--- config.mk ---
export PLATFORM = sky130hd
export DESIGN_NAME = lcdp_top
export DESIGN_NICKNAME = d
export VERILOG_FILES = /design/src/verilog/lcdp_frame_gen.v /design/src/verilog/lcdp_top.v
export VERILOG_INCLUDE_DIRS = /design/src /design/src/verilog
export SDC_FILE = /design/constraint.sdc
export NUM_CORES = 1
export LEC_CHECK = 0
export BUFFER_PORTS_ARGS = -buffer_cell sky130_fd_sc_hd__buf_2
export CAP_MARGIN = 25
export CORE_MARGIN = 2
export CORE_UTILIZATION = 45
export DETAILED_ROUTE_END_ITERATION = 7
export SYNTH_ARGS = -nofsm -noshare
export SYNTH_HDL_FRONTEND = slang
export SYNTH_HIERARCHICAL = 1
export SYNTH_SLANG_ARGS = --single-unit
--- constraint.sdc ---
create_clock -name CLK_IN -period 14.7 [get_ports CLK_IN]
set_input_delay 0.735 -clock CLK_IN [delete_from_list [all_inputs] [get_ports CLK_IN]]
set_output_delay 0.735 -clock CLK_IN [all_outputs]
set_load 0.01 [all_outputs]
--- src/verilog/lcdp_map.vh ---
/*
 * Register indices, field positions, reset values and timing counts of the
 * LCD power and segment port control block.
 * Assumes inclusion by bare name from every design file that needs them.
 */
`ifndef LCDP_MAP_VH
`define LCDP_MAP_VH

// ----------------------------------------------------------------------
// Register indices (byte address is four times the index)
// ----------------------------------------------------------------------
`define LCDP_CTRL_IDX          12'h013
`define LCDP_PORT_IDX          12'h015
`define LCDP_STAT_IDX          12'h016
`define LCDP_RAM_IDX           12'h300
`define LCDP_RAM_WORDS         34

// ----------------------------------------------------------------------
// Field positions and reset values
// ----------------------------------------------------------------------
`define LCDP_HEAVY_BIT         1
`define LCDP_DISABLE_BIT       2
`define LCDP_THIRD_SEL_BIT     1
`define LCDP_FOURTH_SEL_BIT    2
`define LCDP_PULLUP_BIT        3
`define LCDP_CTRL_RESET        4'h4
`define LCDP_PORT_RESET        4'h0

// ----------------------------------------------------------------------
// Timing: frame rates in Hz and derived cycles per common phase
// ----------------------------------------------------------------------
`define LCDP_CLK_HZ            200000000
`define LCDP_FRAME_HZ_3COM     43
`define LCDP_FRAME_HZ_4COM     32
`define LCDP_HALF_HZ_3COM      21
`define LCDP_HALF_HZ_4COM      16
`define LCDP_PHASE_FULL_3COM   (`LCDP_CLK_HZ / (`LCDP_FRAME_HZ_3COM * 3))
`define LCDP_PHASE_FULL_4COM   (`LCDP_CLK_HZ / (`LCDP_FRAME_HZ_4COM * 4))
`define LCDP_PHASE_HALF_3COM   (`LCDP_CLK_HZ / (`LCDP_HALF_HZ_3COM * 3))
`define LCDP_PHASE_HALF_4COM   (`LCDP_CLK_HZ / (`LCDP_HALF_HZ_4COM * 4))
`define LCDP_PUMP_SETTLE       8

`endif

--- src/verilog/lcdp_frame_gen.v ---
/*
 * Common-phase sequencer: steps through three or four commons and flips
 * the drive polarity once per frame.
 * Assumes an asynchronous active-low reset and a clock enable from the top.
 */
`default_nettype none

module lcdp_frame_gen #(
    parameter [31:0] PHASE_CYCLES = 32'd1562500
) (
    input  wire        clk_in,
    input  wire        rst_n_in,
    input  wire        ce_in,
    input  wire        run_in,
    input  wire        four_com_in,
    output reg  [1:0]  phase_out,
    output reg         polarity_out
);

    reg [31:0] count;
    wire       last_phase = four_com_in ? (phase_out == 2'h3) : (phase_out == 2'h2);

    // ------------------------------------------------------------------
    // Phase counter
    // ------------------------------------------------------------------
    // Held at phase zero while the panel is dark so a fresh frame starts clean
    always @(posedge clk_in or negedge rst_n_in) begin
        if (!rst_n_in) begin
            count        <= 32'h0;
            phase_out    <= 2'h0;
            polarity_out <= 1'b0;
        end else if (ce_in) begin
            if (!run_in) begin
                count        <= 32'h0;
                phase_out    <= 2'h0;
                polarity_out <= 1'b0;
            end else if (count >= PHASE_CYCLES - 32'h1) begin
                count <= 32'h0;
                if (last_phase) begin
                    phase_out    <= 2'h0;
                    polarity_out <= ~polarity_out;
                end else begin
                    phase_out <= phase_out + 2'h1;
                end
            end else begin
                count <= count + 32'h1;
            end
        end
    end

endmodule // lcdp_frame_gen

`default_nettype wire

--- src/verilog/lcdp_top.v ---
/*
 * LCD power and segment port control: pump and display sequencing, the
 * port/segment register, the display RAM and the common/segment drivers,
 * all behind an AXI4-Lite slave.
 * Assumes synchronous event pulses from the CPU side and a single clock.
 */
// Notes on behaviour
// - Third port select set: third port pins carry segments 27 to 30.
// - Fourth port select set: fourth port pins carry segments 31 to 34.
// - Port register bit three is read/write pull-up enable.
// - Full frame mode: about 43 Hz three-common, 32 Hz four-common.
// - RC halved frame mode: about 21 Hz and 16 Hz.
// - Stop event turns off pump and display.
// - Non-solar: pad reset or power-on sets disable bit, display off.
// - Non-solar: pump on once bit cleared, off only by stop or watchdog reset event.
// - Non-solar: writing one blanks display only, pump keeps running.
// - Solar: power-on sets disable bit, pump and display off.
// - Solar: clearing bit starts pump first, then display.
// - Solar: writing one turns off pump and display.
// - Solar: pad reset leaves bit, pump and display unchanged.
// - Heavy-load bit only acts with the crystal oscillator.
// - Three-common mode: fourth common copies first common.
// - LCD off: all commons and segments driven low.
`default_nettype none
`include "lcdp_map.vh"

module lcdp_top #(
    parameter        SOLAR_SUPPLY       = 0,
    parameter        RC_CLOCK           = 0,
    parameter        HALF_FRAME         = 0,
    parameter        FOUR_COM           = 1,
    parameter [31:0] PHASE_FULL_3COM    = `LCDP_PHASE_FULL_3COM,
    parameter [31:0] PHASE_FULL_4COM    = `LCDP_PHASE_FULL_4COM,
    parameter [31:0] PHASE_HALF_3COM    = `LCDP_PHASE_HALF_3COM,
    parameter [31:0] PHASE_HALF_4COM    = `LCDP_PHASE_HALF_4COM,
    parameter [7:0]  PUMP_SETTLE_CYCLES = `LCDP_PUMP_SETTLE
) (
    input  wire        CLK_IN,
    input  wire        RESET_N_IN,
    input  wire        CE_IN,
    input  wire        PAD_RESET_IN,
    input  wire        WATCHDOG_RESET_EVENT_IN,
    input  wire        STOP_EVENT_IN,
    input  wire [11:0] S_AXI_AWADDR_IN,
    input  wire        S_AXI_AWVALID_IN,
    output wire        S_AXI_AWREADY_OUT,
    input  wire [31:0] S_AXI_WDATA_IN,
    input  wire [3:0]  S_AXI_WSTRB_IN,
    input  wire        S_AXI_WVALID_IN,
    output wire        S_AXI_WREADY_OUT,
    output reg  [1:0]  S_AXI_BRESP_OUT,
    output reg         S_AXI_BVALID_OUT,
    input  wire        S_AXI_BREADY_IN,
    input  wire [11:0] S_AXI_ARADDR_IN,
    input  wire        S_AXI_ARVALID_IN,
    output wire        S_AXI_ARREADY_OUT,
    output reg  [31:0] S_AXI_RDATA_OUT,
    output reg  [1:0]  S_AXI_RRESP_OUT,
    output reg         S_AXI_RVALID_OUT,
    input  wire        S_AXI_RREADY_IN,
    input  wire [3:0]  THIRD_IO_PORT_DATA_IN,
    input  wire [3:0]  THIRD_IO_PORT_OE_IN,
    input  wire [3:0]  FOURTH_IO_PORT_DATA_IN,
    input  wire [3:0]  FOURTH_IO_PORT_OE_IN,
    output reg  [3:0]  THIRD_IO_PORT_PIN_OUT,
    output reg  [3:0]  THIRD_IO_PORT_OE_OUT,
    output reg  [3:0]  FOURTH_IO_PORT_PIN_OUT,
    output reg  [3:0]  FOURTH_IO_PORT_OE_OUT,
    output reg  [3:0]  COM_OUT,
    output reg  [25:0] SEG_OUT,
    output wire        PUMP_ON_OUT,
    output wire        DISPLAY_ON_OUT,
    output wire        PULLUP_ENABLE_OUT,
    output wire        HEAVY_LOAD_OUT
);

    localparam [1:0] ST_OFF  = 2'h0;
    localparam [1:0] ST_PUMP = 2'h1;
    localparam [1:0] ST_ON   = 2'h2;
    localparam [1:0] RESP_OKAY = 2'h0;
    localparam [1:0] RESP_SLVERR = 2'h2;
    localparam [3:0] CTRL_RST    = `LCDP_CTRL_RESET;
    localparam [31:0] PHASE_CYCLES = (HALF_FRAME != 0 && RC_CLOCK != 0) ?
        (FOUR_COM != 0 ? PHASE_HALF_4COM : PHASE_HALF_3COM) :
        (FOUR_COM != 0 ? PHASE_FULL_4COM : PHASE_FULL_3COM);

    // ------------------------------------------------------------------
    // Reset release
    // ------------------------------------------------------------------
    reg rst_meta;
    reg rst_n;
    always @(posedge CLK_IN or negedge RESET_N_IN) begin
        if (!RESET_N_IN) begin
            rst_meta <= 1'b0;
            rst_n    <= 1'b0;
        end else begin
            rst_meta <= 1'b1;
            rst_n    <= rst_meta;
        end
    end

    // ------------------------------------------------------------------
    // Address helpers
    // ------------------------------------------------------------------
    function [11:0] byte_addr;
        input [11:0] idx;
        begin
            byte_addr = {idx[9:0], 2'b00};
        end
    endfunction

    function ram_hit;
        input [11:0] addr;
        begin
            ram_hit = (addr[11:2] >= `LCDP_RAM_IDX) &&
                      (addr[11:2] < `LCDP_RAM_IDX + `LCDP_RAM_WORDS);
        end
    endfunction

    function [5:0] ram_slot;
        input [11:0] addr;
        reg   [11:0] off;
        begin
            off      = {2'b00, addr[11:2]} - `LCDP_RAM_IDX;
            ram_slot = off[5:0];
        end
    endfunction

    // ------------------------------------------------------------------
    // Register state
    // ------------------------------------------------------------------
    reg        display_disable_bit;
    reg        heavy_load_select;
    reg        pullup_enable_bit;
    reg        third_port_segment_select;
    reg        fourth_port_segment_select;
    reg [1:0]  pwr_state;
    reg [7:0]  settle;
    reg [3:0]  ram [0:`LCDP_RAM_WORDS-1];
    wire [1:0] phase;
    wire       polarity;
    integer    i;
    integer    j;

    // ------------------------------------------------------------------
    // AXI4-Lite write channel
    // ------------------------------------------------------------------
    reg        aw_held;
    reg        w_held;
    reg [11:0] aw_addr;
    reg [31:0] w_data;
    reg [3:0]  w_strb;
    assign S_AXI_AWREADY_OUT = !aw_held && !S_AXI_BVALID_OUT;
    assign S_AXI_WREADY_OUT  = !w_held && !S_AXI_BVALID_OUT;
    wire   do_write = aw_held && w_held && !S_AXI_BVALID_OUT;
    wire   lane0    = do_write && w_strb[0];
    wire   wr_ctrl  = lane0 && aw_addr == byte_addr(`LCDP_CTRL_IDX);
    wire   wr_port  = lane0 && aw_addr == byte_addr(`LCDP_PORT_IDX);
    wire   wr_ram   = lane0 && ram_hit(aw_addr);
    wire   mapped_w = aw_addr == byte_addr(`LCDP_CTRL_IDX) ||
                      aw_addr == byte_addr(`LCDP_PORT_IDX) ||
                      aw_addr == byte_addr(`LCDP_STAT_IDX) || ram_hit(aw_addr);

    always @(posedge CLK_IN or negedge rst_n) begin
        if (!rst_n) begin
            aw_held          <= 1'b0;
            w_held           <= 1'b0;
            aw_addr          <= 12'h000;
            w_data           <= 32'h0000_0000;
            w_strb           <= 4'h0;
            S_AXI_BVALID_OUT <= 1'b0;
            S_AXI_BRESP_OUT  <= RESP_OKAY;
        end else if (CE_IN) begin
            if (S_AXI_AWVALID_IN && S_AXI_AWREADY_OUT) begin
                aw_held <= 1'b1;
                aw_addr <= S_AXI_AWADDR_IN;
            end
            if (S_AXI_WVALID_IN && S_AXI_WREADY_OUT) begin
                w_held <= 1'b1;
                w_data <= S_AXI_WDATA_IN;
                w_strb <= S_AXI_WSTRB_IN;
            end
            if (do_write) begin
                aw_held          <= 1'b0;
                w_held           <= 1'b0;
                S_AXI_BVALID_OUT <= 1'b1;
                S_AXI_BRESP_OUT  <= mapped_w ? RESP_OKAY : RESP_SLVERR;
            end else if (S_AXI_BVALID_OUT && S_AXI_BREADY_IN) begin
                S_AXI_BVALID_OUT <= 1'b0;
            end
        end
    end

    // ------------------------------------------------------------------
    // Configuration bits and display RAM
    // ------------------------------------------------------------------
    always @(posedge CLK_IN or negedge rst_n) begin
        if (!rst_n) begin
            heavy_load_select          <= CTRL_RST[`LCDP_HEAVY_BIT];
            pullup_enable_bit          <= 1'b0;
            third_port_segment_select  <= 1'b0;
            fourth_port_segment_select <= 1'b0;
            for (i = 0; i < `LCDP_RAM_WORDS; i = i + 1) begin
                ram[i] <= 4'h0;
            end
        end else if (CE_IN) begin
            if (wr_ctrl) begin
                heavy_load_select <= w_data[`LCDP_HEAVY_BIT];
            end
            if (wr_port) begin
                pullup_enable_bit          <= w_data[`LCDP_PULLUP_BIT];
                third_port_segment_select  <= w_data[`LCDP_THIRD_SEL_BIT];
                fourth_port_segment_select <= w_data[`LCDP_FOURTH_SEL_BIT];
            end
            if (wr_ram) begin
                ram[ram_slot(aw_addr)] <= w_data[3:0];
            end
        end
    end

    // ------------------------------------------------------------------
    // Disable bit and pump/display sequencer
    // ------------------------------------------------------------------
    // Hardware events outrank a same-cycle software clear, so a stop never
    // gets lost behind a write
    wire hard_off = STOP_EVENT_IN || WATCHDOG_RESET_EVENT_IN;
    wire pad_hit  = PAD_RESET_IN && (SOLAR_SUPPLY == 0);
    reg  next_disable;
    reg  [1:0] next_state;

    always @* begin
        next_disable = display_disable_bit;
        if (wr_ctrl) begin
            next_disable = w_data[`LCDP_DISABLE_BIT];
        end
        if (hard_off || pad_hit) begin
            next_disable = 1'b1;
        end
        next_state = pwr_state;
        if (hard_off) begin
            next_state = ST_OFF;
        end else begin
            case (pwr_state)
                ST_OFF: begin
                    if (!next_disable) begin
                        next_state = ST_PUMP;
                    end
                end
                ST_PUMP: begin
                    if (next_disable && SOLAR_SUPPLY != 0) begin
                        next_state = ST_OFF;
                    end else if (!next_disable && settle >= PUMP_SETTLE_CYCLES - 8'h1) begin
                        next_state = ST_ON;
                    end
                end
                ST_ON: begin
                    if (next_disable) begin
                        next_state = (SOLAR_SUPPLY != 0) ? ST_OFF : ST_PUMP;
                    end
                end
                default: begin
                    next_state = ST_OFF;
                end
            endcase
        end
    end

    // Power-on lands in the off state with the bit set under either option
    always @(posedge CLK_IN or negedge rst_n) begin
        if (!rst_n) begin
            display_disable_bit <= 1'b1;
            pwr_state           <= ST_OFF;
            settle              <= 8'h00;
        end else if (CE_IN) begin
            display_disable_bit <= next_disable;
            pwr_state           <= next_state;
            settle              <= (pwr_state == ST_PUMP && next_state == ST_PUMP &&
                                    settle != 8'hff) ? settle + 8'h1 : 8'h00;
        end
    end

    assign PUMP_ON_OUT       = pwr_state != ST_OFF;
    assign DISPLAY_ON_OUT    = pwr_state == ST_ON;
    assign PULLUP_ENABLE_OUT = pullup_enable_bit;
    // Extra drive only helps a crystal; the RC oscillator ignores it
    assign HEAVY_LOAD_OUT    = heavy_load_select && (RC_CLOCK == 0);

    // ------------------------------------------------------------------
    // Frame sequencer and drivers
    // ------------------------------------------------------------------
    lcdp_frame_gen #(
        .PHASE_CYCLES (PHASE_CYCLES)
    ) u_frame (
        .clk_in       (CLK_IN),
        .rst_n_in     (rst_n),
        .ce_in        (CE_IN),
        .run_in       (DISPLAY_ON_OUT),
        .four_com_in  (FOUR_COM != 0),
        .phase_out    (phase),
        .polarity_out (polarity)
    );

    reg [3:0]  next_com;
    reg [33:0] next_seg;
    always @* begin
        next_com = 4'h0;
        next_seg = 34'h0;
        if (DISPLAY_ON_OUT) begin
            for (j = 0; j < 4; j = j + 1) begin
                next_com[j] = (phase == j[1:0]) ^ polarity;
            end
            if (FOUR_COM == 0) begin
                next_com[3] = next_com[0];
            end
            for (j = 0; j < `LCDP_RAM_WORDS; j = j + 1) begin
                next_seg[j] = ram[j][phase] ^ polarity;
            end
        end
    end

    // Dark panel means every line low, including the borrowed port pins
    always @(posedge CLK_IN or negedge rst_n) begin
        if (!rst_n) begin
            COM_OUT                <= 4'h0;
            SEG_OUT                <= 26'h0;
            THIRD_IO_PORT_PIN_OUT  <= 4'h0;
            THIRD_IO_PORT_OE_OUT   <= 4'h0;
            FOURTH_IO_PORT_PIN_OUT <= 4'h0;
            FOURTH_IO_PORT_OE_OUT  <= 4'h0;
        end else if (CE_IN) begin
            COM_OUT <= next_com;
            SEG_OUT <= next_seg[25:0];
            if (third_port_segment_select) begin
                THIRD_IO_PORT_PIN_OUT <= next_seg[29:26];
                THIRD_IO_PORT_OE_OUT  <= 4'hf;
            end else begin
                THIRD_IO_PORT_PIN_OUT <= THIRD_IO_PORT_DATA_IN;
                THIRD_IO_PORT_OE_OUT  <= THIRD_IO_PORT_OE_IN;
            end
            if (fourth_port_segment_select) begin
                FOURTH_IO_PORT_PIN_OUT <= next_seg[33:30];
                FOURTH_IO_PORT_OE_OUT  <= 4'hf;
            end else begin
                FOURTH_IO_PORT_PIN_OUT <= FOURTH_IO_PORT_DATA_IN;
                FOURTH_IO_PORT_OE_OUT  <= FOURTH_IO_PORT_OE_IN;
            end
        end
    end

    // ------------------------------------------------------------------
    // AXI4-Lite read channel
    // ------------------------------------------------------------------
    assign S_AXI_ARREADY_OUT = !S_AXI_RVALID_OUT;
    always @(posedge CLK_IN or negedge rst_n) begin
        if (!rst_n) begin
            S_AXI_RVALID_OUT <= 1'b0;
            S_AXI_RDATA_OUT  <= 32'h0000_0000;
            S_AXI_RRESP_OUT  <= RESP_OKAY;
        end else if (CE_IN) begin
            if (S_AXI_ARVALID_IN && S_AXI_ARREADY_OUT) begin
                S_AXI_RVALID_OUT <= 1'b1;
                S_AXI_RRESP_OUT  <= RESP_OKAY;
                S_AXI_RDATA_OUT  <= 32'h0000_0000;
                if (S_AXI_ARADDR_IN == byte_addr(`LCDP_CTRL_IDX)) begin
                    S_AXI_RDATA_OUT[3:0] <= {1'b0, display_disable_bit,
                                             heavy_load_select, 1'b0};
                end else if (S_AXI_ARADDR_IN == byte_addr(`LCDP_PORT_IDX)) begin
                    S_AXI_RDATA_OUT[3:0] <= {pullup_enable_bit, fourth_port_segment_select,
                                             third_port_segment_select, 1'b0};
                end else if (S_AXI_ARADDR_IN == byte_addr(`LCDP_STAT_IDX)) begin
                    S_AXI_RDATA_OUT[3:0] <= {phase, DISPLAY_ON_OUT, PUMP_ON_OUT};
                end else if (ram_hit(S_AXI_ARADDR_IN)) begin
                    S_AXI_RDATA_OUT[3:0] <= ram[ram_slot(S_AXI_ARADDR_IN)];
                end else begin
                    S_AXI_RRESP_OUT <= RESP_SLVERR;
                end
            end else if (S_AXI_RVALID_OUT && S_AXI_RREADY_IN) begin
                S_AXI_RVALID_OUT <= 1'b0;
            end
        end
    end

endmodule // lcdp_top

`default_nettype wire

# Word level (Yosys, flattened, before mapping)
# Cells that the tools add are included.
# word_totals
wordCells	295
regBits	263
# classes
n_mux	113
order_cmp	10
bitwise_logic	41
eq_ne	15
reduce_logical	49
add_sub_neg	5
# op_table
cell	n
bitwise mux 136 bit	1
equality test 12 x 7 -> 1 bit, second input constant	6
binary-select mux 1 bit (select 2 bit)	34
two-way mux 32 bit	2
two-way mux 4 bit	12
two-way mux 1 bit	47
XOR 1 bit	38
two-way mux 34 bit	1
adder 32 x 1 -> 32 bit, second input constant	1
>= comparator 32 x 21 -> 1 bit, second input constant	1
binary-select mux 4 bit (select 6 bit)	1
demux 4 bit (select 6 bit)	1
two-way mux 2 bit	12
AND reduction 2 bit	12
>= comparator 10 bit, second input constant	2
less-than comparator 10 bit, second input constant	2
logical AND 1 bit	19
>= comparator 7 bit, second input constant	2
inverter 6 -> 7 bit	2
subtractor 6 x 1 -> 6 bit, second input constant	2
nonzero test 2 bit	5
adder 8 x 1 -> 8 bit, second input constant	1
>= comparator 8 x 3 -> 1 bit, second input constant	1
two-way mux 8 bit	1
other kinds (13)	27

# Longest topological paths before layout
# Gate-level depths: netlist (run 1).
# depth
word_depth	15
ltp_mapped	9
mapped_depth_nobuf	7

# Modules after synthesis
# The synthesis (run 1) kept the hierarchy.
# modules_own_cells
module	seq_area_each_um2	n_inst	cells_each	area_per_inst_um2
lcdp_top	5656.7	1	926	11669.9
lcdp_frame_gen	875.8	1	195	1866.8

# Worst setup path after synthesis (run 1)
# Ideal clock, no wire load.
# synth_path
path_type	input port to flip-flop
start	input S_AXI_ARADDR_IN[2]
end	register S_AXI_RDATA_OUT[2]
t_arrival_ns	2.301
setup_time_ns	0.139
required_ns	14.561
cell_stages	7
path_slack_ns	12.260
path_buffers	2
path_cell_list	buf_2 > buf_2 > mux4_2 > o21ai_0 > nand4_1 > o31ai_1 > a22oi_1
# synth_between
elab_chain_len	9
elab_cells_between_ends	15
cone_classes	add/sub: 1; order compare: 2; eq/ne: 3; mux: 7; bitwise: 1; reduce/logical: 1
# synth_rtl
element	line_no	text
start, declared	lcdp_top.v:54	input wire [11:0] S_AXI_ARADDR_IN,
subtractor 6 x 1 -> 6 bit (no source line)	n/a	
inverter 6 -> 7 bit (implied by the code)	lcdp_top.v:373	S_AXI_RDATA_OUT[3:0] <= ram[ram_slot(S_AXI_ARADDR_IN)];
binary-select mux 4 bit (select 6 bit)	lcdp_top.v:373	
two-way mux 4 bit (implied by the code) (2 in a row)	lcdp_top.v:373	
two-way mux 4 bit	lcdp_top.v:372	end else if (ram_hit(S_AXI_ARADDR_IN)) begin
two-way mux 4 bit	lcdp_top.v:370	end else if (S_AXI_ARADDR_IN == byte_addr(`LCDP_STAT_IDX)) begin
two-way mux 4 bit	lcdp_top.v:367	end else if (S_AXI_ARADDR_IN == byte_addr(`LCDP_PORT_IDX)) begin
two-way mux 4 bit *	lcdp_top.v:364	if (S_AXI_ARADDR_IN == byte_addr(`LCDP_CTRL_IDX)) begin
end signal, assigned	lcdp_top.v:365	S_AXI_RDATA_OUT[3:0] <= {1'b0, display_disable_bit,
end signal, assigned	lcdp_top.v:368	S_AXI_RDATA_OUT[3:0] <= {pullup_enable_bit, fourth_port_segment_select,
end signal, assigned	lcdp_top.v:371	S_AXI_RDATA_OUT[3:0] <= {phase, DISPLAY_ON_OUT, PUMP_ON_OUT};
end, declared	lcdp_top.v:57	output reg [31:0] S_AXI_RDATA_OUT,
# Every way passes the cells marked *; elsewhere a longest branch is shown, timed or not. The select of a mux whose other input is x is not followed.
# A chain may end at the register's enable or synchronous reset.

# Worst setup path after layout (run 1)
# layout_path
start	register pwr_state[1]
end	register u_frame.count[19]
# layout_between
elab_chain_len	2
# layout_rtl
element	line_no	text
start, declared	lcdp_top.v:137	reg [1:0] pwr_state;
start signal, assigned	lcdp_top.v:276	pwr_state <= next_state;
equality test 2 bit	lcdp_top.v:283	assign DISPLAY_ON_OUT = pwr_state == ST_ON;
two-way mux 32 bit	lcdp_frame_gen.v:33	if (!run_in) begin
end signal, assigned	lcdp_frame_gen.v:46	count <= count + 32'h1;
end, declared	lcdp_frame_gen.v:20	reg [31:0] count;
# Every way passes these cells.

==> flow_metrics.tcl, run 1 <==
set metrics [dict create \
    outcome "finished clean" \
    die_w_um 177 \
    hpwl_mm 22.4 \
    nNetsFinal 1309 \
    netlist_area_sq_um 13500 \
    leakagePower_nw 6.99 \
    row_count 63 \
    grt_pass1_wl_mm 53.3 \
    reg2regPathDepth 8 \
    drtIter0Drc 535 \
    cts_tree "yes" \
    multi_input_area_sq_um 6410 \
    numCtsBuffers 29 \
    worstSetupStartpointType "flip-flop" \
    place.gp.congestion 0.848 \
    synth_top_area_share_pct 48.1 \
    grt_pass1_vias 9199 \
    io_pins 178 \
    rsz0062_at_grt "false" \
    synth_ff_type "dfrtp_1" \
    worst_pin_slew_ns 0.937 \
    yosys.cell_count.top_type "dfrtp_1" \
    yosys_warnings 6 \
    clkSlewWorstSetupHoldPaths_ns 0.06 \
    synth_common_cells "dfrtp_1 (260), mux2_2 (159), nand2_1 (77)" \
    synthCells 1121 \
    ir_drop_v 0.0000788 \
    setup_violations 0 \
    yosysTopAreaCell "dfrtp_1" \
    r2r-end "u_frame/count[19]" \
    power_density_nw_per_um2 118 \
    start_util_pct 45.7 \
    hold_viol 0 \
    cp_data_required_time_ns 15.16 \
    die_area_sq_um 31500 \
    crit_type "reg2reg" \
    fin_total_pwr_mw 1.81 \
    end_kind "flip-flop" \
    critPathMaxFanout 29 \
    coreArea_sq_um 29600 \
    wl_mm 33.5 \
    cts_root_buffer "clkbuf_16" \
    finalMaxSlewViolations 0 \
    synth_edf_count 0 \
    fmax_mhz 341 \
    crit_arrival_ns 3.39 \
    crit_end "u_frame/count[19]" \
    ys_seq_elements 261 \
    antenna_found_initial 0 \
    cap_violations 0 \
    clock_skew_ns 0.0226 \
    r2r-start "pwr_state[1]" \
    hp-class "reg2async" \
    setup.worst_path.start "pwr_state[1]" \
    drc 0 \
    via_per_inst 5.64 \
    wire_per_inst_um 20.6 \
    numClockSinks 261 \
    setup-tns-final_ns 0 \
    rrSetupSlack_ns 11.77 \
    synthDistinctLibCells 71 \
    min_period_over_period_pct 19.9 \
    synth-seq-area-share_pct 48.3 \
    max_slew_margin_pct 37.4 \
    port_buffers 116 \
    track_usage_pct 21.9 \
    grt_start_max_net_pins 78 \
    drive_gt1_share_pct 33.8 \
    firstDrtPassIters 5 \
    yosys-top-cells-area "dfrtp_1 (48%), mux2_2 (13%), mux4_2 (10%)" \
    syn2layout_area_growth_pct 13.4 \
    fin_crit_ns 2.93 \
    clockBufferDepth 3 \
    die_h_um 177 \
    n_fill_cell 2625 \
    antenna_left 0 \
    antenna_cells 0 \
    avgSynthCellArea_sq_um 12.1 \
    overflow 0 \
    regArea_sq_um 6540 \
    async_reset_ff_share_pct 100 \
    cts_max_level 1 \
    ctsResizeCount 0 \
    clk_latency_ns 0.55 \
    vias 9176 \
]
where the power goes:
| part | internal [mW] | switching [mW] |
|---|---|---|
| combinational | 0.0899 | 0.146 |
| sequential | 0.759 | 0.0898 |
| clock | 0.438 | 0.286 |
what timing repair did:
| item | in CTS | in global routing |
|---|---|---|
| hold endpoints to repair | 2 | 0 |
| hold buffers | 1 | 0 |
| buffers inserted | 0 | 0 |
layer usage:
layer  wire length (um)  global-route usage, %
met1              15400                   31.1
met2              15800                   35.6
met3               1650                   3.11
met4                703                   5.02
met5                  0                      0
cells by family (layout without fill, tap and decap cells):
kind of cell	after synthesis	in the layout	share of synthesized area, %
AO/OA/AOI/OAI	123	123	6.06
buffers and inverters	148	233	5.28
XOR/XNOR	56	56	3.62
adder cells (fa/ha/maj)	2	2	0.185
multiplexers	252	252	25.8
AND/OR/NAND/NOR	277	277	10.7
other	2	34	0.0555
flip-flops	261	261	48.3
worst max-delay path, stage by stage (launching register included):
cell and delay [ns]:
dfrtp_1 0.39, inv_1 0.10, nor2_1 0.62, nor4b_1 0.36, nand4_1 0.18, a311oi_2 0.60, nor2b_2 0.16, buf_4 0.28
nor2_1 0.15
flip-flops by register name, indices dropped and copies added, names as in the netlist, 2 cells and up:
register                cells
THIRD_IO_PORT_PIN_OUT       4
pwr_state                   2
SEG_OUT                    26
w_data                      4
ram                       136
u_frame/phase_out           2
settle                      8
FOURTH_IO_PORT_OE_OUT       4
aw_addr                    12
S_AXI_RDATA_OUT             4
COM_OUT                     4
FOURTH_IO_PORT_PIN_OUT      4
THIRD_IO_PORT_OE_OUT        4
u_frame/count              32
layout by cell type, fill, tap and decap left out, types with 14 or more instances in the layout:
master     Yosys  layout
mux2i_1       29      29
nor2_1        63      63
buf_2         13     116
xor2_1        19      19
a21oi_1       20      20
o22ai_1       37      37
xnor2_1       37      37
inv_1         50      50
mux2_2       159     159
o21ai_0       19      19
mux4_2        61      61
dfrtp_1      260     255
nand2_1       77      77
nand3_1       30      30
nand4_1       17      17
buf_4         30      14
conb_1         2      34
nor3_1        14      14
clkbuf_16      0      29
metrics by stage:
| step | instance area [sq um] | hold slack [ns] | std cells | setup WS [ns] | utilization, % |
|---|---|---|---|---|---|
| 6_report | 15400 | 0.321 | 1628 | 11.77 | 51.8 |
| 5_1_grt | 15400 | 0.373 | 1628 | 11.50 | 51.8 |
| 4_1_cts | 15300 | 0.347 | 1625 | 11.76 | 51.5 |
| 3_5_place_dp | 14300 | 0.336 | 1575 | 11.32 | 48.3 |
| 3_3_place_gp | 14300 | 0.337 | 1574 | 11.38 | 48.3 |
| 2_1_floorplan | 13700 | 0.331 | 1153 | 6.89 | - |
layout make-up:
class	count	area share, %
flip-flops and latches	261	42.6
clock buffers	41	5.61
clock inverters	8	0.611
well taps	390	3.18
inverters	50	1.22
repair buffers	134	5.02
multi-input cells	744	41.8
how the worst min path moves through the flow:
stage,slack (ns),endpoint,depth (start not counted),from
2_1_floorplan,0.33,rst_n,0,rst_meta
3_3_place_gp,0.34,SEG_OUT[15],0,rst_n
3_5_place_dp,0.34,SEG_OUT[15],0,rst_n
4_1_cts,0.35,SEG_OUT[15],0,rst_n
5_1_grt,0.37,rst_n,0,rst_meta
6_report,0.32,SEG_OUT[15],0,rst_n
Power figures use the tool's default switching activity.
==> run 2: changes to the inputs <==
--- a/config.mk
+++ b/config.mk
@@ -6,11 +6,13 @@
 export SDC_FILE = /design/constraint.sdc
 export NUM_CORES = 1
 export LEC_CHECK = 0
+export ABC_AREA = 1
 export BUFFER_PORTS_ARGS = -buffer_cell sky130_fd_sc_hd__buf_2
 export CAP_MARGIN = 25
 export CORE_MARGIN = 2
 export CORE_UTILIZATION = 45
 export DETAILED_ROUTE_END_ITERATION = 7
+export PLACE_DENSITY = 0.67
 export SYNTH_ARGS = -nofsm -noshare
 export SYNTH_HDL_FRONTEND = slang
 export SYNTH_HIERARCHICAL = 1
==> constraint.sdc (replaced) <==
create_clock -name CLK_IN -period 2.4 [get_ports CLK_IN]
set_input_delay 0.12 -clock CLK_IN [delete_from_list [all_inputs] [get_ports CLK_IN]]
set_output_delay 0.12 -clock CLK_IN [all_outputs]
set_load 0.01 [all_outputs]
==> flow_metrics.tcl, run 2 <==
set metrics [dict create \
    synth_edf_count 0 \
    synth_top_area_share_pct 48.5 \
    avgSynthCellArea_sq_um 7.90 \
    die_h_um 177 \
    p_sw_share_pct 31.9 \
    layout_commonest_cell "nand2_1" \
    min-delay-start "PAD_RESET_IN" \
    end_kind "flip-flop" \
    clk_latency_ns 0.56 \
    pre_cts_slack_ns 0.317 \
    layout_common_cells "nand2_1 (490), dfrtp_1 (259), o21ai_0 (209), nor2_1 (137), inv_1 (121)" \
    antenna_found_initial 0 \
    firstDrtPassIters 5 \
    reg2regPathDepth 11 \
    setup-tns-final_ns 0 \
    worstSetupStartpointType "input pin" \
    track_usage_pct 25.5 \
    cts_root_buffer "clkbuf_16" \
    cp_data_required_time_ns 2.88 \
    internal_power_mw 8.18 \
    synth-seq-area-share_pct 48.7 \
    ys_seq_elements 261 \
    seqPwrFrac_pct 41.0 \
    synth_ff_type "dfrtp_1" \
    clkSlewWorstSetupHoldPaths_ns 0.06 \
    vias 12200 \
    post_cts_buffers 0 \
    clock_skew_ns 0.0121 \
    wl_mm 39.5 \
    cts_tree "yes" \
    synthDistinctLibCells 47 \
    hold_viol 0 \
    p_clk_share_pct 37.5 \
    die_area_sq_um 31200 \
    drtIter0Drc 963 \
    start_util_pct 45.5 \
    row_count 63 \
    setup_violations 0 \
    setup_slack_ns 0.284 \
    drive_gt1_share_pct 14.5 \
    synth_common_cells "nand2_1 (490), dfrtp_1 (260), o21ai_0 (209)" \
    rsz0062_at_grt "false" \
    grt_start_max_net_pins 53 \
    power_density_nw_per_um2 743 \
    antenna_cells 0 \
    ctsResizeCount 0 \
    yosys_warnings 6 \
    hold_depth 5 \
    outcome "finished clean" \
    fin_total_pwr_mw 12.0 \
    max_slew_margin_pct 48.5 \
    grt_pass1_wl_mm 62.9 \
    die_w_um 177 \
    hpwl_mm 27.3 \
    netlist_area_sq_um 13400 \
    finalMaxSlewViolations 0 \
    numCtsBuffers 30 \
    regMostFlops "ram" \
    syn2layout_area_growth_pct 20.6 \
    clockBufferDepth 3 \
    cts_max_level 1 \
    largest_reg_flops 136 \
    fin_area_sq_um 16200 \
    synthCells 1697 \
    crit_type "in2reg" \
    power.switching_mw 3.83 \
    async_reset_ff_share_pct 100 \
    via_per_inst 5.31 \
    crit_arrival_ns 2.60 \
    r2r-start "S_AXI_BVALID_OUT" \
    drc 0 \
    port_buffers 116 \
    hp-class "in2reg" \
    cts_hold_buffers 47 \
    antenna_left 0 \
    coreArea_sq_um 29500 \
    yosysTopAreaCell "dfrtp_1" \
    io_pins 178 \
    yosys-top-cells-area "dfrtp_1 (49%), nand2_1 (14%), o21ai_0 (7.8%)" \
    critPathMaxFanout 27 \
    min_period_over_period_pct 88.2 \
    fin_crit_ns 2.12 \
    top_regs "ram (136), u_frame/count (32), SEG_OUT (26)" \
    ir_drop_v 0.000519 \
    n_fill_cell 2738 \
    place_area_sq_um 14700 \
    wire_per_inst_um 17.2 \
    worst_pin_slew_ns 0.772 \
    nNetsFinal 1979 \
    numClockSinks 261 \
    overflow 0 \
    leakagePower_nw 7.51 \
    cap_violations 0 \
    yosys.cell_count.top_type "nand2_1" \
    place.gp.congestion 1.00 \
    fmax_mhz 473 \
    grt_pass1_vias 11600 \
    setup.worst_path.start "CE_IN" \
    comb_power_share_pct 21.5 \
]
## run 2: stage by stage
step,std cells,hold WS (ns),utilization [%]
after detailed placement,2201,-0.0924,49.9
after floorplan,1728,-0.176,-
final,2301,0.0160,54.9
after CTS,2301,0.00329,54.9
after global placement,2201,-0.0949,49.9
after global routing,2301,0.0526,54.9
## run 2: worst paths after layout
path                                            end  slack, ns
worst min register to register                rst_n       0.35
max in group asynchronous       display_disable_bit       1.22
min in group asynchronous                SEG_OUT[9]       0.38
worst max register to register              ram[36]       0.32
worst max-delay path                     aw_addr[9]       0.28
worst min-delay path            display_disable_bit       0.02
## run 2: power groups by stage
stage	logic [mW]	clock network (mW)	registers [mW]
finish	2.58	4.51	4.92
global route	2.81	4.77	4.96
CTS	2.57	4.61	4.92
detailed placement	2.45	0	4.99
global placement	2.42	0	4.98
floorplan	1.35	0	5.03
## run 2: final cells by class
| class | instances | area (sq um) | share of cell area [%] |
|---|---|---|---|
| Sequential cell | 261 | 6540 | 40.4 |
| Clock buffer | 44 | 885 | 5.47 |
| Inverter | 126 | 475 | 2.94 |
| Multi-Input combinational cell | 1243 | 6030 | 37.3 |
| Timing Repair Buffer | 228 | 1660 | 10.3 |
| Tap cell | 390 | 488 | 3.02 |
| Clock inverter | 9 | 97.6 | 0.603 |
## run 2: cells by family (layout without fill, tap and decap cells)
logic type               Yosys count  after routing  synth area share, %
other                              2             33               0.0560
AO/OA/AOI/OAI                    339            339                 14.5
buffers and inverters            224            407                 7.24
AND/OR/NAND/NOR                  815            815                 25.8
adder cells (fa/ha/maj)            2              2                0.187
XOR/XNOR                          54             54                 3.53
flip-flops                       261            261                 48.7
## run 2: per-layer routing
layer	GRT usage (%)	up-vias	wire [um]
met5	0	-	0
met4	8.88	0	1310
met3	3.93	86	2890
met2	41.2	470	18200
met1	35.1	5763	17100
li1	-	5901	-
## run 2: worst max-delay path, cell delays in order
cell and delay [ns]:
dlygate4sd3_1 0.52, buf_2 0.19, buf_4 0.35, nand3_1 0.23, inv_1 0.44, nand2_1 0.12, nand2_1 0.08, dlygate4sd3_1 0.54
